## config.mk

```make
export PLATFORM = sky130hd
export DESIGN_NAME = adcsr_bank
export DESIGN_NICKNAME = d
export VERILOG_FILES = /design/src/hw/adcsr_coef_mem.v /design/src/hw/adcsr_bank.v
export VERILOG_INCLUDE_DIRS = /design/src /design/src/hw
export SDC_FILE = /design/constraint.sdc
export NUM_CORES = 1
export LEC_CHECK = 0
export BUFFER_PORTS_ARGS = -buffer_cell sky130_fd_sc_hd__buf_2
export CORE_ASPECT_RATIO = 0.75
export CORE_MARGIN = 3
export CORE_UTILIZATION = 35
export CTS_CLUSTER_SIZE = 16
export DETAILED_ROUTE_END_ITERATION = 8
export PLACE_DENSITY = 0.65
export SLEW_MARGIN = 0
export SYNTH_ARGS = -nofsm -noshare
export SYNTH_HDL_FRONTEND = slang
export SYNTH_SLANG_ARGS = --single-unit
export TNS_END_PERCENT = 1
```

## constraint.sdc

```tcl
create_clock -name clock -period 2.1 [get_ports clock]
set_input_delay 0.315 -clock clock [delete_from_list [all_inputs] [get_ports clock]]
set_output_delay 0.315 -clock clock [all_outputs]
set_load 0.005 [all_outputs]
```

## src/hw/adcsr_map.vh

```
// register map, field positions and reset values of the converter status bank
`ifndef ADCSR_MAP_VH
`define ADCSR_MAP_VH

// register addresses
`define ADCSR_ADDR_STATUS    8'hd8
`define ADCSR_ADDR_MODE      8'hd1
`define ADCSR_ADDR_DECIM     8'hd4
`define ADCSR_ADDR_RES0_L    8'hd9
`define ADCSR_ADDR_RES0_M    8'hda
`define ADCSR_ADDR_RES0_H    8'hdb
`define ADCSR_ADDR_RES1_L    8'hdc
`define ADCSR_ADDR_RES1_H    8'hdd
`define ADCSR_ADDR_OFS0_L    8'he1
`define ADCSR_ADDR_OFS0_M    8'he2
`define ADCSR_ADDR_OFS0_H    8'he3
`define ADCSR_ADDR_OFS1_L    8'he4
`define ADCSR_ADDR_OFS1_H    8'he5
`define ADCSR_ADDR_GAIN0_L   8'he9
`define ADCSR_ADDR_GAIN0_M   8'hea
`define ADCSR_ADDR_GAIN0_H   8'heb
`define ADCSR_ADDR_GAIN1_L   8'hec
`define ADCSR_ADDR_GAIN1_H   8'hed

// low nibbles of bit-addressable addresses
`define ADCSR_BITADDR_NIB0   4'h0
`define ADCSR_BITADDR_NIB8   4'h8

// status register bit positions
`define ADCSR_BIT_PRIMARY_READY_FLAG       3'd7
`define ADCSR_BIT_AUXILIARY_READY_FLAG       3'd6
`define ADCSR_BIT_CAL        3'd5
`define ADCSR_BIT_NOREF      3'd4
`define ADCSR_BIT_PRIMARY_ERROR_FLAG       3'd3
`define ADCSR_BIT_AUXILIARY_ERROR_FLAG       3'd2

// mode register fields
`define ADCSR_BIT_EN0        3'd5
`define ADCSR_BIT_EN1        3'd4
`define ADCSR_MODE_MASK      8'h37
`define ADCSR_MD_PWRDN       3'h0
`define ADCSR_MD_IDLE        3'h1
`define ADCSR_MD_SINGLE      3'h2
`define ADCSR_MD_CONT        3'h3

// coefficient word indices
`define ADCSR_COEF_OFS0      2'd0
`define ADCSR_COEF_OFS1      2'd1
`define ADCSR_COEF_GAIN0     2'd2
`define ADCSR_COEF_GAIN1     2'd3

// reset values
`define ADCSR_RST_STATUS     8'h00
`define ADCSR_RST_MODE       8'h00
`define ADCSR_RST_DECIM      8'h80
`define ADCSR_RST_OFS0       24'h80_0000
`define ADCSR_RST_OFS1       24'h00_8000
`define ADCSR_RST_GAIN0      24'h50_0000
`define ADCSR_RST_GAIN1      24'h00_5000
`define ADCSR_UNMAPPED_READ  8'h00
`define ADCSR_ONES24         24'hff_ffff
`define ADCSR_ONES16         24'h00_ffff

`endif

```

## src/hw/adcsr_coef_mem.v

```verilog
// calibration coefficient store with factory preload and registered byte read
`timescale 1ns/100ps
`include "adcsr_map.vh"

module adcsr_coef_mem #(
	parameter [95:0] INIT = {`ADCSR_RST_GAIN1, `ADCSR_RST_GAIN0,
	                         `ADCSR_RST_OFS1, `ADCSR_RST_OFS0}
) (
	// clock and reset
	input  wire        clock,
	input  wire        reset_n,
	// software byte write
	input  wire        cpuWe,
	input  wire [1:0]  cpuIdx,
	input  wire [1:0]  cpuLane,
	input  wire [7:0]  cpuData,
	// engine word write, one enable per word, data per channel
	input  wire [3:0]  engWe,
	input  wire [47:0] engData,
	// byte read
	input  wire [1:0]  rdIdx,
	input  wire [1:0]  rdLane,
	output reg  [7:0]  rdData,
	// all words
	output wire [95:0] coefFlat
);

	genvar i;
	generate
		for (i = 0; i < 4; i = i + 1) begin : gWord
			reg [23:0] word_r;
			always @(posedge clock) begin
				if (!reset_n) begin
					word_r <= INIT[i*24 +: 24];
				end else if (engWe[i]) begin
					word_r <= engData[(i%2)*24 +: 24];
				end else if (cpuWe && cpuIdx == i) begin
					case (cpuLane)
						2'd0: word_r[7:0] <= cpuData;
						2'd1: word_r[15:8] <= cpuData;
						default: word_r[23:16] <= cpuData;
					endcase
				end
			end
			assign coefFlat[i*24 +: 24] = word_r;
		end
	endgenerate

	reg [23:0] selWord;
	always @* begin
		case (rdIdx)
			2'd0: selWord = coefFlat[23:0];
			2'd1: selWord = coefFlat[47:24];
			2'd2: selWord = coefFlat[71:48];
			default: selWord = coefFlat[95:72];
		endcase
	end

	always @(posedge clock) begin
		if (!reset_n) begin
			rdData <= 8'h00;
		end else begin
			case (rdLane)
				2'd0: rdData <= selWord[7:0];
				2'd1: rdData <= selWord[15:8];
				default: rdData <= selWord[23:16];
			endcase
		end
	end

endmodule

```

## src/hw/adcsr_bank.v

```verilog
// converter status, mode, result and coefficient register bank
`timescale 1ns/100ps
`include "adcsr_map.vh"

module adcsr_bank #(
	parameter [95:0] FACTORY_COEF = {`ADCSR_RST_GAIN1, `ADCSR_RST_GAIN0,
	                                 `ADCSR_RST_OFS1, `ADCSR_RST_OFS0}
) (
	// clock and reset
	input  wire        clock,
	input  wire        reset_n,
	// special function register access
	input  wire [7:0]  sfrAddr,
	input  wire [7:0]  sfrWrData,
	input  wire        sfrWrite,
	input  wire        sfrRead,
	input  wire        sfrBitWrite,
	input  wire [2:0]  sfrBitSel,
	input  wire        sfrBitVal,
	output reg  [7:0]  sfrRdData,
	output reg         sfrRdBit,
	output reg         sfrRdValid,
	// converter control
	output wire        primaryEnable,
	output wire        auxiliaryEnable,
	output wire [2:0]  modeSelect,
	output reg         convStart,
	output wire [7:0]  decimationFactor,
	// reference monitor
	input  wire        referenceInvalid,
	input  wire        externalRefSelected,
	// primary engine
	input  wire        priConvDone,
	input  wire [23:0] priConvData,
	input  wire        priConvClamped,
	input  wire        priCalDone,
	input  wire        priCalGain,
	input  wire [23:0] priCalData,
	input  wire        priCalError,
	// auxiliary engine
	input  wire        auxConvDone,
	input  wire [15:0] auxConvData,
	input  wire        auxConvClamped,
	input  wire        auxCalDone,
	input  wire        auxCalGain,
	input  wire [15:0] auxCalData,
	input  wire        auxCalError,
	// results and coefficients toward the engines
	output wire [23:0] primaryResult,
	output wire [15:0] auxiliaryResult,
	output wire [23:0] primaryOffsetCoef,
	output wire [15:0] auxiliaryOffsetCoef,
	output wire [23:0] primaryGainCoef,
	output wire [15:0] auxiliaryGainCoef
);

	reg  [7:0]  mode_r;
	reg  [7:0]  decim_r;
	reg         cal_r;
	reg         noRef_r;
	reg  [7:0]  local_r;
	reg         fromMem_r;
	reg         rdPend_r;
	reg  [2:0]  bitSel_r;

	wire [1:0]  rdyV;
	wire [1:0]  errV;
	wire [1:0]  startV;
	wire [47:0] resultV;
	wire [3:0]  engWe;
	wire [95:0] coefFlat;
	wire [7:0]  memRdData;

	wire [1:0]  convDoneV = {auxConvDone, priConvDone};
	wire [1:0]  convClampV = {auxConvClamped, priConvClamped};
	wire [1:0]  calDoneV = {auxCalDone, priCalDone};
	wire [1:0]  calGainV = {auxCalGain, priCalGain};
	wire [1:0]  calErrV = {auxCalError, priCalError};
	wire [47:0] convDataV = {8'h00, auxConvData, priConvData};
	wire [47:0] calDataV = {8'h00, auxCalData, priCalData};

	// byte and bit access decode
	wire        bitAddrOk = sfrAddr[3:0] == `ADCSR_BITADDR_NIB0 ||
	                        sfrAddr[3:0] == `ADCSR_BITADDR_NIB8;
	wire        statWrite = sfrWrite && sfrAddr == `ADCSR_ADDR_STATUS;
	wire        statBitWrite = sfrBitWrite && bitAddrOk &&
	                           sfrAddr == `ADCSR_ADDR_STATUS;
	wire        modeWrite = sfrWrite && sfrAddr == `ADCSR_ADDR_MODE;
	wire        startMode = sfrWrData[2:0] >= `ADCSR_MD_SINGLE;
	wire        anyStart = |startV;
	wire        forceOnes = noRef_r && externalRefSelected;

	assign primaryEnable = mode_r[`ADCSR_BIT_EN0];
	assign auxiliaryEnable = mode_r[`ADCSR_BIT_EN1];
	assign modeSelect = mode_r[2:0];
	assign decimationFactor = decim_r;
	assign primaryResult = resultV[23:0];
	assign auxiliaryResult = resultV[39:24];
	assign primaryOffsetCoef = coefFlat[23:0];
	assign auxiliaryOffsetCoef = coefFlat[39:24];
	assign primaryGainCoef = coefFlat[71:48];
	assign auxiliaryGainCoef = coefFlat[87:72];

	// per converter ready, error and result
	// a set ready flag freezes this channel's result and coefficients
	genvar g;
	generate
		for (g = 0; g < 2; g = g + 1) begin : gCh
			reg         rdy_r;
			reg         err_r;
			reg  [23:0] result_r;
			wire [2:0]  rdyPos = (g == 0) ? `ADCSR_BIT_PRIMARY_READY_FLAG : `ADCSR_BIT_AUXILIARY_READY_FLAG;
			wire [2:0]  enPos = (g == 0) ? `ADCSR_BIT_EN0 : `ADCSR_BIT_EN1;
			wire [23:0] ones = (g == 0) ? `ADCSR_ONES24 : `ADCSR_ONES16;
			wire        swClr = (statWrite && !sfrWrData[rdyPos]) ||
			                    (statBitWrite && sfrBitSel == rdyPos && !sfrBitVal);
			wire        start = modeWrite && startMode && sfrWrData[enPos];
			wire        evSet = convDoneV[g] || calDoneV[g];
			wire        accept = evSet && !rdy_r;
			wire        clampEv = convDoneV[g] && (convClampV[g] || forceOnes);
			wire        calEv = calDoneV[g] && calErrV[g];
			wire        coefWr = calDoneV[g] && accept && !calErrV[g];

			always @(posedge clock) begin
				if (!reset_n) begin
					rdy_r <= 1'b0;
					err_r <= 1'b0;
					result_r <= 24'h00_0000;
				end else begin
					rdy_r <= evSet || (rdy_r && !(swClr || start));
					err_r <= (accept && (clampEv || calEv)) ||
					         (err_r && !start);
					if (convDoneV[g] && accept) begin
						result_r <= forceOnes ? ones : (convDataV[g*24 +: 24] & ones);
					end
				end
			end

			assign rdyV[g] = rdy_r;
			assign errV[g] = err_r;
			assign startV[g] = start;
			assign resultV[g*24 +: 24] = result_r;
			assign engWe[g] = coefWr && !calGainV[g];
			assign engWe[g+2] = coefWr && calGainV[g];
		end
	endgenerate

	// mode, decimation, calibration-done and reference flags
	always @(posedge clock) begin
		if (!reset_n) begin
			mode_r <= `ADCSR_RST_MODE;
			decim_r <= `ADCSR_RST_DECIM;
			cal_r <= 1'b0;
			noRef_r <= 1'b0;
			convStart <= 1'b0;
		end else begin
			// a mode write outranks the single-shot return to power-down
			if (modeWrite) begin
				mode_r <= sfrWrData & `ADCSR_MODE_MASK;
			end else if (mode_r[2:0] == `ADCSR_MD_SINGLE && |convDoneV) begin
				mode_r[2:0] <= `ADCSR_MD_PWRDN;
			end
			if (sfrWrite && sfrAddr == `ADCSR_ADDR_DECIM) begin
				decim_r <= sfrWrData;
			end
			cal_r <= (|calDoneV) || (cal_r && !anyStart);
			// missing reference is a level, one edge behind the enables
			noRef_r <= (mode_r[`ADCSR_BIT_EN0] || mode_r[`ADCSR_BIT_EN1]) &&
			           referenceInvalid;
			convStart <= anyStart;
		end
	end

	// coefficient address decode
	reg         coefHit;
	reg  [1:0]  coefIdx;
	reg  [1:0]  coefLane;
	always @* begin
		coefHit = 1'b1;
		coefIdx = `ADCSR_COEF_OFS0;
		coefLane = 2'd0;
		case (sfrAddr)
			`ADCSR_ADDR_OFS0_L: coefLane = 2'd0;
			`ADCSR_ADDR_OFS0_M: coefLane = 2'd1;
			`ADCSR_ADDR_OFS0_H: coefLane = 2'd2;
			`ADCSR_ADDR_OFS1_L: coefIdx = `ADCSR_COEF_OFS1;
			`ADCSR_ADDR_OFS1_H: begin
				coefIdx = `ADCSR_COEF_OFS1;
				coefLane = 2'd1;
			end
			`ADCSR_ADDR_GAIN0_L: coefIdx = `ADCSR_COEF_GAIN0;
			`ADCSR_ADDR_GAIN0_M: begin
				coefIdx = `ADCSR_COEF_GAIN0;
				coefLane = 2'd1;
			end
			`ADCSR_ADDR_GAIN0_H: begin
				coefIdx = `ADCSR_COEF_GAIN0;
				coefLane = 2'd2;
			end
			`ADCSR_ADDR_GAIN1_L: coefIdx = `ADCSR_COEF_GAIN1;
			`ADCSR_ADDR_GAIN1_H: begin
				coefIdx = `ADCSR_COEF_GAIN1;
				coefLane = 2'd1;
			end
			default: coefHit = 1'b0;
		endcase
	end

	adcsr_coef_mem #(
		.INIT     (FACTORY_COEF)
	) uCoef (
		.clock    (clock),
		.reset_n  (reset_n),
		.cpuWe    (sfrWrite && coefHit),
		.cpuIdx   (coefIdx),
		.cpuLane  (coefLane),
		.cpuData  (sfrWrData),
		.engWe    (engWe),
		.engData  (calDataV),
		.rdIdx    (coefIdx),
		.rdLane   (coefLane),
		.rdData   (memRdData),
		.coefFlat (coefFlat)
	);

	// status byte assembled from the flag positions
	reg  [7:0]  statusByte;
	always @* begin
		statusByte = `ADCSR_RST_STATUS;
		statusByte[`ADCSR_BIT_PRIMARY_READY_FLAG] = rdyV[0];
		statusByte[`ADCSR_BIT_AUXILIARY_READY_FLAG] = rdyV[1];
		statusByte[`ADCSR_BIT_CAL] = cal_r;
		statusByte[`ADCSR_BIT_NOREF] = noRef_r;
		statusByte[`ADCSR_BIT_PRIMARY_ERROR_FLAG] = errV[0];
		statusByte[`ADCSR_BIT_AUXILIARY_ERROR_FLAG] = errV[1];
	end

	// local read selection
	reg  [7:0]  localByte;
	always @* begin
		case (sfrAddr)
			`ADCSR_ADDR_STATUS: localByte = statusByte;
			`ADCSR_ADDR_MODE:   localByte = mode_r;
			`ADCSR_ADDR_DECIM:  localByte = decim_r;
			`ADCSR_ADDR_RES0_L: localByte = resultV[7:0];
			`ADCSR_ADDR_RES0_M: localByte = resultV[15:8];
			`ADCSR_ADDR_RES0_H: localByte = resultV[23:16];
			`ADCSR_ADDR_RES1_L: localByte = resultV[31:24];
			`ADCSR_ADDR_RES1_H: localByte = resultV[39:32];
			default:            localByte = `ADCSR_UNMAPPED_READ;
		endcase
	end

	// two-stage read: select, then present
	// coefficient bytes come from a registered store, so every read takes two edges
	always @(posedge clock) begin
		if (!reset_n) begin
			local_r <= 8'h00;
			fromMem_r <= 1'b0;
			rdPend_r <= 1'b0;
			bitSel_r <= 3'd0;
			sfrRdData <= 8'h00;
			sfrRdBit <= 1'b0;
			sfrRdValid <= 1'b0;
		end else begin
			rdPend_r <= sfrRead;
			if (sfrRead) begin
				local_r <= localByte;
				fromMem_r <= coefHit;
				bitSel_r <= sfrBitSel;
			end
			sfrRdValid <= rdPend_r;
			if (rdPend_r) begin
				sfrRdData <= fromMem_r ? memRdData : local_r;
				sfrRdBit <= fromMem_r ? memRdData[bitSel_r] : local_r[bitSel_r];
			end
		end
	end

endmodule

```

Yosys cells after proc, flatten, opt, wreduce, memory -nomap -nowiden
Index checks and enable logic that the tools add are counted.
{ "op_classes": {"n_addsub": 0, "div": 0, "n_mux": 27, "reduce_logical": 116, "shift": 0, "magnitude_cmp": 2, "bitwise_logic": 2, "n_eq_ne": 28, "n_mul": 0} }
{ "ops": {"columns": ["op", "n"], "rows": [
  ["$eq A8 B8 Y1 const B", 18],
  ["$mux W24", 5],
  ["$mux W16", 5],
  ["$pmux W24 S3", 1],
  ["$pmux W8 S8", 1],
  ["$logic_and A1 B1 Y1", 45],
  ["$mux W8", 4],
  ["$reduce_bool A2 Y1", 13],
  ["$reduce_and A2 Y1", 12],
  ["$reduce_or A2 Y1", 9],
  ["$logic_or A1 B1 Y1", 17],
  ["$pmux W8 S2", 1],
  ["$logic_not A1 Y1", 14],
  ["$reduce_or A10 Y1", 1],
  ["$bmux W1 S3", 2],
  ["$eq A3 B3 Y1 const B", 2],
  ["$mux W3", 2],
  ["$pmux W2 S3", 1],
  ["$eq A2 B1 Y1 const B", 2],
  ["$eq A2 B2 Y1 const B", 2],
  ["$eq A4 B4 Y1 const B", 1],
  ["$logic_not A2 Y1", 2],
  ["$logic_not A4 Y1", 1],
  ["$lt A3 B4 Y1 const B", 1],
  ["other kinds (8)", 13]
]} }
{ "word_totals": {"ramBits": 0, "wordCells": 207, "romBits": 0, "mem_count": 0, "regBits": 187, "output_inout_bits": 144, "latchBits": 0} }

Logic depth before layout (Yosys ltp)
Gate-level depths: netlist of the first run.
{ "depth": {"ltp_word": 11, "ltp_mapped": 8, "ltp_nobuf": 5} }

Hierarchy
Synthesis of the first run repeated with hierarchy kept, for this count alone.
{ "unflattened": {"hier_cells": 1012, "area_unflattened_um2": 9293.9} }
{ "modules_own_cells": {"columns": ["module", "n_inst", "cells_each", "area_per_inst_um2", "seq_area_each_um2"], "rows": [
  ["adcsr_coef_mem", 1, 605, 5427.7, 2082.0],
  ["adcsr_bank", 1, 407, 3866.2, 1661.6]
]} }

Least setup slack after synthesis of the first run
No wires, ideal clock.
{ "synth_timing": {"path_type": "input-to-reg", "from": "input sfrWrite", "to": "register cal_r", "setup_time_ns": 0.128, "cell_stages": 6, "path_buffers": 1, "setup_slack_ns": 0.316, "arrival_ns": 1.656, "cell_sequence": "buf_2 > or3b_2 > nor4_2 > o21ai_0 > a211oi_1 > nor2_1"} }
{ "synth_between": {"elab_chain_len": 7} }
{ "synth_lines": {"columns": ["element", "line_no", "rtl"], "rows": [
  ["start, declared", "adcsr_bank.v:15", "input wire sfrWrite,"],
  ["$logic_and A1 B1 Y1 (no source line) (*)", null, null],
  ["$logic_and A1 B1 Y1 (*)", "adcsr_bank.v:117", "wire start = modeWrite && startMode && sfrWrData[enPos];"],
  ["$logic_and A1 B1 Y1", "adcsr_bank.v:117", null],
  ["$reduce_or A2 Y1 (*)", "adcsr_bank.v:90", "wire anyStart = |startV;"],
  ["$logic_not A1 Y1 (*)", "adcsr_bank.v:166", "cal_r <= (|calDoneV) || (cal_r && !anyStart);"],
  ["$logic_and A1 B1 Y1 (*)", "adcsr_bank.v:166", null],
  ["$logic_or A1 B1 Y1 (*)", "adcsr_bank.v:166", null],
  ["end signal, assigned", "adcsr_bank.v:166", null],
  ["end, declared", "adcsr_bank.v:59", "reg cal_r;"]
]} }
Every way passes the cells marked *; elsewhere a longest branch is shown, timed or not.
A chain may end at the register's enable or synchronous reset.

Worst setup path in the final report of the first run
{ "layout_timing": {"from": "register gCh[0].rdy_r", "to": "register gCh[0].result_r[2], in the netlist primaryResult[2]"} }
{ "layout_between": {"elab_chain_len": 3} }
{ "layout_lines": {"columns": ["element", "line_no", "rtl"], "rows": [
  ["start, declared", "adcsr_bank.v:109", "reg rdy_r;"],
  ["start signal, assigned", "adcsr_bank.v:130", "rdy_r <= evSet || (rdy_r && !(swClr || start));"],
  ["$logic_not A1 Y1", "adcsr_bank.v:119", "wire accept = evSet && !rdy_r;"],
  ["$logic_and A1 B1 Y1", "adcsr_bank.v:119", null],
  ["$logic_and A1 B1 Y1", "adcsr_bank.v:133", "if (convDoneV[g] && accept) begin"],
  ["end signal, assigned", "adcsr_bank.v:134", "result_r <= forceOnes ? ones : (convDataV[g*24 +: 24] & ones);"],
  ["end, declared", "adcsr_bank.v:111", "reg [23:0] result_r;"]
]} }
No other way between the ends.

==> metrics, run 1 <==
commonest cells in the synthesized netlist=dfxtp_1, a21oi_1, mux2i_1, o21ai_0, buf_4; buffers added on ports=260; layout cells sized above 1=a little over a third; length in cells of the worst reg-to-reg path=3; maximum frequency from static timing analysis=567 MHz; final-layout fill cell count=around 2500; number of routed nets with antenna violations=0; async set-or-reset flop fraction in the synthesized netlist=0%; placement-stage cell area=10400 um^2; wire length of the first global-routing pass=48300 um; CP Launch Point=gCh[0].rdy_r$_SDFF_PN0_; wirelength, routed=32700 um; Met1 Routed Length=around 15000 um; synthesized area per cell=between 9 and 10 um^2; number of buffers added by the clock tree synthesis step=17; number of H-tree branching levels=4; maximum fanout along the worst path=25; number of top-level design ports=between 200 and 300; Yosys warning total=0; max-cap violation count=0; global route overflow=0; drt wl/cell=~21 um; biggest area consumer among synthesized cells=dfxtp_1; leakage power=4.84 nW; endpoints failing setup=0; highest metal layer with signal wires=met5; DR iter-0 viols=756; Syn Nets=1108; global placer's final weighted congestion=approximately 0.94; DRC Markers=0; total vias in the final route=8495; Post-synth EDFFs=0; DR WL met3=2950 um; design area=11000 um^2; DP HPWL=24900 um; Worst Setup Start Kind=flip-flop; die span in x=about 190 um; flip-flop and latch count after synthesis=173; setup skew after layout=10.9 ps; via density per instance=5.57; Clk Latency, worst-skew pair=440 ps; Tightest Pin Transition=598 ps; cell with the most instances after synthesis=dfxtp_1; fin. max-slew vios=0; Clock Tree Buf Depth=2; final core utilization=between 40% and 50%; starting utilization of the core area=35.7%; Post-synth top flop=dfxtp_1; register-to-register setup slack=340 ps; clock sinks=173; Data arrival, critical path=2090 ps; Worst Setup End Kind=flip-flop; Ant. Diodes=0; R2R Path Start=gCh[0].rdy_r$_SDFF_PN0_; initial antenna violation count=6; largest vdd supply drop=~550 uV; destination of the critical timing path=primaryResult[2]$_SDFFE_PN0P_; number of post-CTS setup repair buffers=0; cell area after technology mapping=8960 um^2; reg2reg end=primaryResult[2]$_SDFFE_PN0P_; classification of the worst setup path=flip-flop to flip-flop; area growth from synthesis to layout=22.3%; overall power of the completed layout=0.00780 W; global-route total usage across every layer=a little under a quarter; number of distinct standard cells referenced by the synthesized netlist=64; area share of the largest cell type after synthesis=38.6%; fin crit share=84.0%; worst path required time=about 2400 ps; leading post-synthesis cells by cell area=dfxtp_1, mux2i_1, buf_4; cell chosen for the clock root=clkbuf_16; Relative slew margins=60.1%; placeable core region=25100 um^2; Die Area=27600 um^2; part of the Yosys area used for sequential elements=38.6%; number of nets in the layout=between 1000 and 1500; pwr/cell area=711 nW/um^2; Routed met2 length=14100 um; pin count of the biggest net entering global routing=82; class of the tightest hold or removal check=primary input to flip-flop; count of endpoints failing hold in the final timing report=0; min cycle time layout=between 1500 and 2000 ps; number of global-route vias before repair=7908; Pre-Repair DR Iteration Count=5; outcome=completed; number of standard cells after synthesis=around 990; clock tree from TritonCTS=done; CTS clock-pin slew for the worst setup and hold paths=roughly 70 ps; die extent in y=145 um; row cnt=50; RSZ-0062 raised after global routing=no
[worst min-delay path by stage]
stage / start / endpoint / cells after the start
after floorplan: priConvDone / gCh[0].rdy_r$_SDFF_PN0_ / 2
after global placement: decimationFactor[6]$_SDFFE_PN0P_ / decimationFactor[6]$_SDFFE_PN0P_ / 2
after detailed placement: uCoef.gWord[1].word_r[20]$_SDFFE_PP0P_ / uCoef.gWord[1].word_r[20]$_SDFFE_PP0P_ / 1
after CTS: referenceInvalid / noRef_r$_SDFF_PN0_ / 2
after global routing: priConvData[13] / primaryResult[13]$_SDFFE_PN0P_ / 2
final: referenceInvalid / noRef_r$_SDFF_PN0_ / 2
[layout by cell type (no fill, tap or decap), drive strengths merged, types with 8 or more instances in the layout]
cell and instances:
a31oi 12, dfxtp 173, a22o 12, buf 332, o2bb2ai 8, o21a 10, nand2 58, a221oi 13
inv 10, a21oi 105, a211oi 18, mux2i 98, nor3 11, nor2b 14, nor2 46, a22oi 10
clkbuf 19, nand3 10, o221a 40, o21ai 95
[what timing repair did]
item,in CTS,in global routing
setup endpoints to repair,24,0
hold buffers,0,0
resized for setup,2,0
[critical path, cell delays in order (launching register included)]
cell and delay, ps:
dfxtp_1 340, nor2b_4 480, nand2_2 440, o221a_2 380
[sequential cells by signal, summed over array words and instances (netlist names), 3 cells and up]
name	flops
mode_r	5
uCoef.gWord.word_r	82
uCoef.rdData	8
decimationFactor	8
bitSel_r	3
gCh.result_r	16
local_r	8
primaryResult	24
sfrRdData	8
[logic make-up after synthesis]
family,Yosys count,synth area share (%)
AO/OA/AOI/OAI,348,26.0
AND/OR/NAND/NOR,185,11.1
buffers and inverters,174,11.0
flip-flops,173,38.6
multiplexers,110,13.2
XOR/XNOR,1,0.0978
[area by class of cell]
class                      instances  area (um^2)  area share, %
clock buffer                      19          453           4.13
clock inverter                    13          150           1.37
inverter                           5         18.8          0.171
multi-input combinational        644         4520           41.3
sequential                       173         3460           31.6
tap                              338          423           3.86
timing repair buffer             332         1930           17.6
[metrics by stage]
step	instances	setup WS, ps	setup TNS (ps)	hold WS, ps
floorplan	991	316	0	435
CTS	1524	380	0	99.9
global placement	1492	-338	-8080	463
finish	1524	337	0	126
detailed placement	1492	-386	-8890	471
global route	1524	221	0	120
[routing by layer]
layer / up-vias / track usage [%]
met2: 386 / 34.5
met3: 39 / 6.49
met4: 12 / 5.25
met1: 4089 / 32.9
met5: - / 0
li1: 3969 / -
[report_power, final]
group | internal [W] | switching, W
registers | 0.00343 | 0.000142
clock network | 0.00175 | 0.00150
logic | 0.000441 | 0.000539
total | 0.00562 | 0.00218
Power figures use the tool's default switching activity.
==> run 2: changes to the inputs <==
- PLACE_DENSITY: 0.65 -> 0.67
- clock period: 2.1 -> 1.5 ns (I/O delays scaled with it)
==> run 2 against run 1 <==
Against the previous run:
- global-route usage up 0.80 points
- register-to-register slack worse by 380 ps
- critical path type unchanged
- largest cell class unchanged
- critical endpoint is now local_r[0]$_SDFFE_PN0P_
- highest routed layer unchanged
- worst setup slack got worse by 380 ps
- combinational power increased by 53%
- non-clock buffer count increased by 57
- the flow now finishes with violations (setup timing)
- cell area is 5.1% higher
- sequential share of layout area down 1.5 points
==> metrics, run 2 (synthesis results as in run 1) <==
largest vdd supply drop=810 uV (was 546 uV); die span in x=191 um (unchanged); post-route worst setup slack=-43.9 ps (was 337 ps); Seq pwr share=44.6% (was 45.7%); post-cts hold buffer count=0 (unchanged); via density per instance=5.56 (was 5.57); classification of the worst setup path=flip-flop to flip-flop (unchanged); overall power of the completed layout=0.0112 W (was 0.00780 W); relative contribution of the clock network to total power=42.1% (was 41.7%); final core utilization=46.0% (was 43.7%); number of nets in the layout=1347 (was 1290); number of post-CTS setup repair buffers=0 (unchanged); clock sinks=173 (unchanged); most frequent standard cell in the layout excluding fill and tap cells=buf_2 (unchanged); min cycle time layout=1540 ps (was 1760 ps); Largest register FFs=82 (unchanged); total vias in the final route=8807 (was 8495); DR iter-0 viols=986 (was 756); max-cap violation count=0 (unchanged); placeable core region=25100 um^2 (unchanged); combinational share of power=13.3% (was 12.6%); register-to-register setup slack=-40 ps (was 340 ps); fin. max-slew vios=0 (unchanged); sum of negative setup slack=-49.1 ps (was 0 ps); number of routed nets with antenna violations=0 (unchanged); Sw Ratio=27.3% (was 28.0%); cell chosen for the clock root=clkbuf_16 (unchanged); Pre-Repair DR Iteration Count=7 (was 5); buffers added on ports=260 (unchanged); internal power=0.00815 W (was 0.00562 W); CTS clock-pin slew for the worst setup and hold paths=70 ps (about the same); initial antenna violation count=3 (was 6); register bank with the most flops=uCoef.gWord.word_r (unchanged); area taken by flip-flops and latches=3470 um^2 (was 3460 um^2); number of buffers added by the clock tree synthesis step=17 (unchanged); area growth from synthesis to layout=28.6% (was 22.3%); global-route total usage across every layer=23.8% (was 23.0%); Hold Slack=24.6 ps (was 126 ps); pin count of the biggest net entering global routing=80 (was 82); number of global-route vias before repair=8205 (was 7908); RSZ-0062 raised after global routing=yes (was no); Clk Latency, worst-skew pair=450 ps (was 440 ps); post-place setup slack=-451 ps (was -386 ps); count of endpoints failing hold in the final timing report=0 (unchanged); number of H-tree branching levels=4 (unchanged); maximum fanout along the worst path=3 (was 25); Clock Tree Buf Depth=2 (unchanged); drt wl/cell=21.6 um (was 21.5 um); power spent charging and discharging nets=0.00307 W (was 0.00218 W); fin crit share=103% (was 84.0%); leading cell types in the layout, fill and taps excluded=buf_2, dfxtp_1, buf_4 (was buf_2, dfxtp_1, a21oi_1); final-layout fill cell count=2466 (was 2549); clock tree from TritonCTS=done (unchanged); row cnt=50 (unchanged); global route overflow=0 (unchanged); DRC Markers=0 (unchanged); Tightest Pin Transition=679 ps (was 598 ps); endpoints failing setup=3 (was 0); outcome=finished with violations (was completed); Worst Setup End Kind=flip-flop (unchanged); layout cells sized above 1=40.6% (was 36.6%); DP HPWL=26200 um (was 24900 um); Relative slew margins=54.5% (was 60.1%); setup skew after layout=11.6 ps (was 10.9 ps); maximum frequency from static timing analysis=648 MHz (was 567 MHz); global placer's final weighted congestion=0.974 (was 0.936); Worst Setup Start Kind=flip-flop (unchanged); leakage power=5.17 nW (was 4.84 nW); class of the tightest hold or removal check=primary input to flip-flop (unchanged); Data arrival, critical path=1850 ps (was 2090 ps); Die Area=27600 um^2 (unchanged); worst path required time=1800 ps (was 2430 ps); total area of multi-input combinational cells=4600 um^2 (was 4520 um^2); number of top-level design ports=261 (unchanged); die extent in y=145 um (unchanged); wire length of the first global-routing pass=49700 um (was 48300 um); starting utilization of the core area=35.7% (unchanged); wirelength, routed=34200 um (was 32700 um); pwr/cell area=973 nW/um^2 (was 711 nW/um^2); violated checks=setup timing
## run 2: cell count changes in the layout (fill, tap and decap cells not counted), sizes merged
cell and delta:
buf +55, inv -2, bufinv +2, clkinv +3, diode +3, clkinvlp -1
## run 2: per-layer routing
layer  vias to the layer above  GRT usage [%]  share of wire (%)
met5                         -              0              0.038
met4                         2           5.02                1.1
met3                        43           6.35                9.0
met2                       440           35.4                 43
met1                      4240           34.7                 46
li1                       4082              -                  -
## run 2: final cells by class
type	instances	area share, %
Clock buffer	17	3.69
Inverter	5	0.163
Timing Repair Buffer	389	20.8
Sequential cell	173	30.1
Tap cell	338	3.67
Antenna cell	3	0.0651
Clock inverter	15	1.63
Multi-Input combinational cell	644	39.9
## run 2: repair_timing
item                                    in CTS  in global routing
resized for setup                            6                 12
endpoints found under the setup margin       5                 28
pin swaps                                    0                  1
## run 2: worst max-delay path, stage by stage (launching register included)
cell and delay, ps:
dfxtp_1 330, mux2_2 260, a22o_1 200, a32o_1 250, a221oi_2 250, o21ai_0 110
## run 2: stage by stage
stage,cell area [um^2],instances
2_1_floorplan,9020,991
6_report,11500,1584
5_1_grt,11500,1583
4_1_cts,11500,1581
3_5_place_dp,10800,1549
3_3_place_gp,10800,1549
## run 2: worst paths after layout
| check | end | depth (start not counted) | startpoint |
|---|---|---|---|
| max reg2reg | local_r[0]$_SDFFE_PN0P_ | 5 | primaryResult[16]$_SDFFE_PN0P_ |
| min | noRef_r$_SDFF_PN0_ | 2 | referenceInvalid |
| min reg2reg | sfrRdData[3]$_SDFFE_PN0P_ | 2 | sfrRdData[3]$_SDFFE_PN0P_ |
| max | local_r[0]$_SDFFE_PN0P_ | 5 | primaryResult[16]$_SDFFE_PN0P_ |
## run 2: power groups by stage
| stage | clock network, W | registers [W] | logic (W) |
|---|---|---|---|
| floorplan | 0 | 0.00503 | 0.000827 |
| global placement | 0 | 0.00510 | 0.00144 |
| detailed placement | 0 | 0.00510 | 0.00146 |
| CTS | 0.00476 | 0.00499 | 0.00147 |
| global route | 0.00492 | 0.00502 | 0.00162 |
| finish | 0.00472 | 0.00500 | 0.00150 |
==> run 3: changes to the inputs <==
- GPL_TIMING_DRIVEN: unset -> 0
- PLACE_DENSITY: 0.67 -> 0.65
- clock period: 1.5 -> 1.72 ns (I/O delays scaled with it)
==> run 3 against run 2 <==
Against the previous run:
- cell count increased by 2.3%
- hold slack improved by 40 ps
- routed wire length increased by 6.5%
- largest power group unchanged
- the flow still finishes with violations (setup timing)
- highest routed layer unchanged
- first-iteration DRC count increased by 5.9%
- combinational power decreased by 11%
- critical endpoint is now uCoef.rdData[5]$_SDFF_PN0_
- clock-buffer cell count unchanged
- sequential power decreased by 13%
- worst setup slack got worse by 4.8 ps
- register-to-register slack improved by 110 ps
- critical path type is now primary input to flip-flop
==> metrics, run 3 (synthesis results as in run 1) <==
outcome=finished with violations (unchanged); violated checks=setup timing (unchanged); DR iter-0 viols=1044 (was 986); Largest register FFs=82 (unchanged); fin. max-slew vios=0 (unchanged); maximum frequency from static timing analysis=565 MHz; number of cells in the design after placement=1585 (was 1549); pin count of the biggest net entering global routing=17 (was 80); classification of the worst setup path=primary input to flip-flop (was flip-flop to flip-flop); via density per instance=5.61 (was 5.56); number of nets in the layout=1387 (was 1347); Pre-Repair DR Iteration Count=6 (was 7); max-cap violation count=0 (unchanged); count of endpoints failing hold in the final timing report=0 (unchanged); final-layout fill cell count=2565 (was 2466); post-route worst setup slack=-48.8 ps (was -43.9 ps); leading cell types in the layout, fill and taps excluded=buf_2, dfxtp_1, a21oi_1 (was buf_2, dfxtp_1, buf_4); number of global-route vias before repair=8315 (was 8205); Worst Setup End Kind=flip-flop (unchanged); number of routed nets with antenna violations=0 (unchanged); largest vdd supply drop=731 uV (was 810 uV); RSZ-0062 raised after global routing=yes (unchanged); die extent in y=145 um (unchanged); number of top-level design ports=261 (unchanged); global placer's final weighted congestion=1.01 (was 0.974); post-cts hold buffer count=0 (unchanged); Clock Tree Buf Depth=2 (unchanged); number of H-tree branching levels=4 (unchanged); sum of negative setup slack=-359 ps (was -49.1 ps); class of the tightest hold or removal check=primary input to flip-flop (unchanged); Tightest Pin Transition=953 ps (was 679 ps); global-route total usage across every layer=25.4% (was 23.8%); non-filler cells, final=1621 (was 1584); most frequent standard cell in the layout excluding fill and tap cells=buf_2 (unchanged); layout cells sized above 1=38.3% (was 40.6%); clock sinks=173 (unchanged); Die Area=27600 um^2 (unchanged); DRC Markers=0 (unchanged); wirelength, routed=36400 um (was 34200 um); worst path required time=2090 ps (was 1800 ps); pwr/cell area=864 nW/um^2 (was 973 nW/um^2); initial antenna violation count=2 (was 3); number of buffers added by the clock tree synthesis step=17 (unchanged); fin crit share=103%; final core utilization=45.6% (was 46.0%); clock tree from TritonCTS=done (unchanged); wire length of the first global-routing pass=52600 um (was 49700 um); global route overflow=0 (unchanged); Worst Setup Start Kind=primary input (was flip-flop); area growth from synthesis to layout=27.7% (was 28.6%); cell chosen for the clock root=clkbuf_16 (unchanged); leakage power=5.11 nW (was 5.17 nW); min cycle time layout=1770 ps; DP HPWL=28300 um (was 26200 um); Relative slew margins=36.4% (was 54.5%); register-to-register setup slack=70 ps (was -40 ps); register bank with the most flops=uCoef.gWord.word_r (unchanged); drt wl/cell=22.5 um (was 21.6 um); setup skew after layout=8.73 ps (was 11.6 ps); endpoints failing setup=18 (was 3); buffers added on ports=256 (was 260); row cnt=50 (unchanged); total vias in the final route=9089 (was 8807); CTS clock-pin slew for the worst setup and hold paths=70 ps (about the same); Clk Latency, worst-skew pair=440 ps (was 450 ps); maximum fanout along the worst path=10 (was 3); die span in x=191 um (unchanged); starting utilization of the core area=35.7% (unchanged); placeable core region=25100 um^2 (unchanged); Data arrival, critical path=2140 ps (was 1850 ps)
## run 3: changes by cell type in the layout (fill, tap and decap cells not counted), moves of 9 or more
cell / previous run / this run
buf_2: 257 / 271
clkbuf_1: 0 / 50
clkbuf_2: 0 / 13
buf_12: 9 / 0
buf_4: 120 / 89
## run 3: per-stage QoR
stage | setup WS (ps) | hold WS (ps) | power [W] | instance area [um^2]
final | -48.8 | 64.4 | 0.00988 | 11400
after global routing | -94.6 | 68.1 | 0.0102 | 11400
after CTS | -28.2 | 60.3 | 0.00983 | 11400
after detailed placement | -909 | 463 | 0.00573 | 10700
after global placement | -869 | 463 | 0.00572 | 10700
after floorplan | -6.64 | 378 | 0.00510 | 8960
## run 3: power breakdown
group / switching, W / internal [W] / leakage (nW) / total, W
clock network: 0.00176 / 0.00243 / 0.296 / 0.00419
registers: 0.000180 / 0.00418 / 1.41 / 0.00436
logic: 0.000738 / 0.000595 / 3.40 / 0.00133
total: 0.00267 / 0.00721 / 5.11 / 0.00988
## run 3: final timing paths
check                                endpoint                        startpoint  depth (start not counted)
min                        noRef_r$_SDFF_PN0_                  referenceInvalid                          2
min reg2reg  decimationFactor[6]$_SDFFE_PN0P_  decimationFactor[6]$_SDFFE_PN0P_                          2
max reg2reg    primaryResult[21]$_SDFFE_PN0P_           gCh[0].rdy_r$_SDFF_PN0_                          5
max                uCoef.rdData[5]$_SDFF_PN0_                        sfrAddr[0]                          7
## run 3: repair_timing
item,4_1_cts,5_1_grt
endpoints found under the setup margin,103,93
pin swaps,2,7
buffers inserted,4,0
gates resized for setup,26,25
## run 3: layout make-up
| class | instances | area (um^2) | area share, % |
|---|---|---|---|
| timing repair buffer | 260 | 1310 | 11.5 |
| inverter | 5 | 18.8 | 0.164 |
| clock buffer | 17 | 425 | 3.72 |
| sequential | 173 | 3460 | 30.3 |
| buffer | 169 | 1010 | 8.80 |
| multi-input combinational | 644 | 4600 | 40.2 |
| tap | 338 | 423 | 3.69 |
| antenna | 1 | 2.50 | 0.0219 |
| clock inverter | 14 | 193 | 1.68 |
## run 3: routing by layer
metal / GRT usage, % / up-vias / routed length, um / part of all wire, %
met5: 0 / - / 27 / 0.074
met4: 5.25 / 4 / 497 / 1.4
met3: 6.06 / 44 / 4130 / 11
met2: 36.4 / 523 / 15100 / 42
met1: 38.5 / 4362 / 16600 / 46
li1: - / 4156 / - / -
## run 3: worst max-delay path, cell delays in order
cell and delay [ps]:
buf_2 120, buf_4 180, or3b_2 510, a211oi_4 390
o21ai_0 170, a21oi_1 290, a211o_1 200
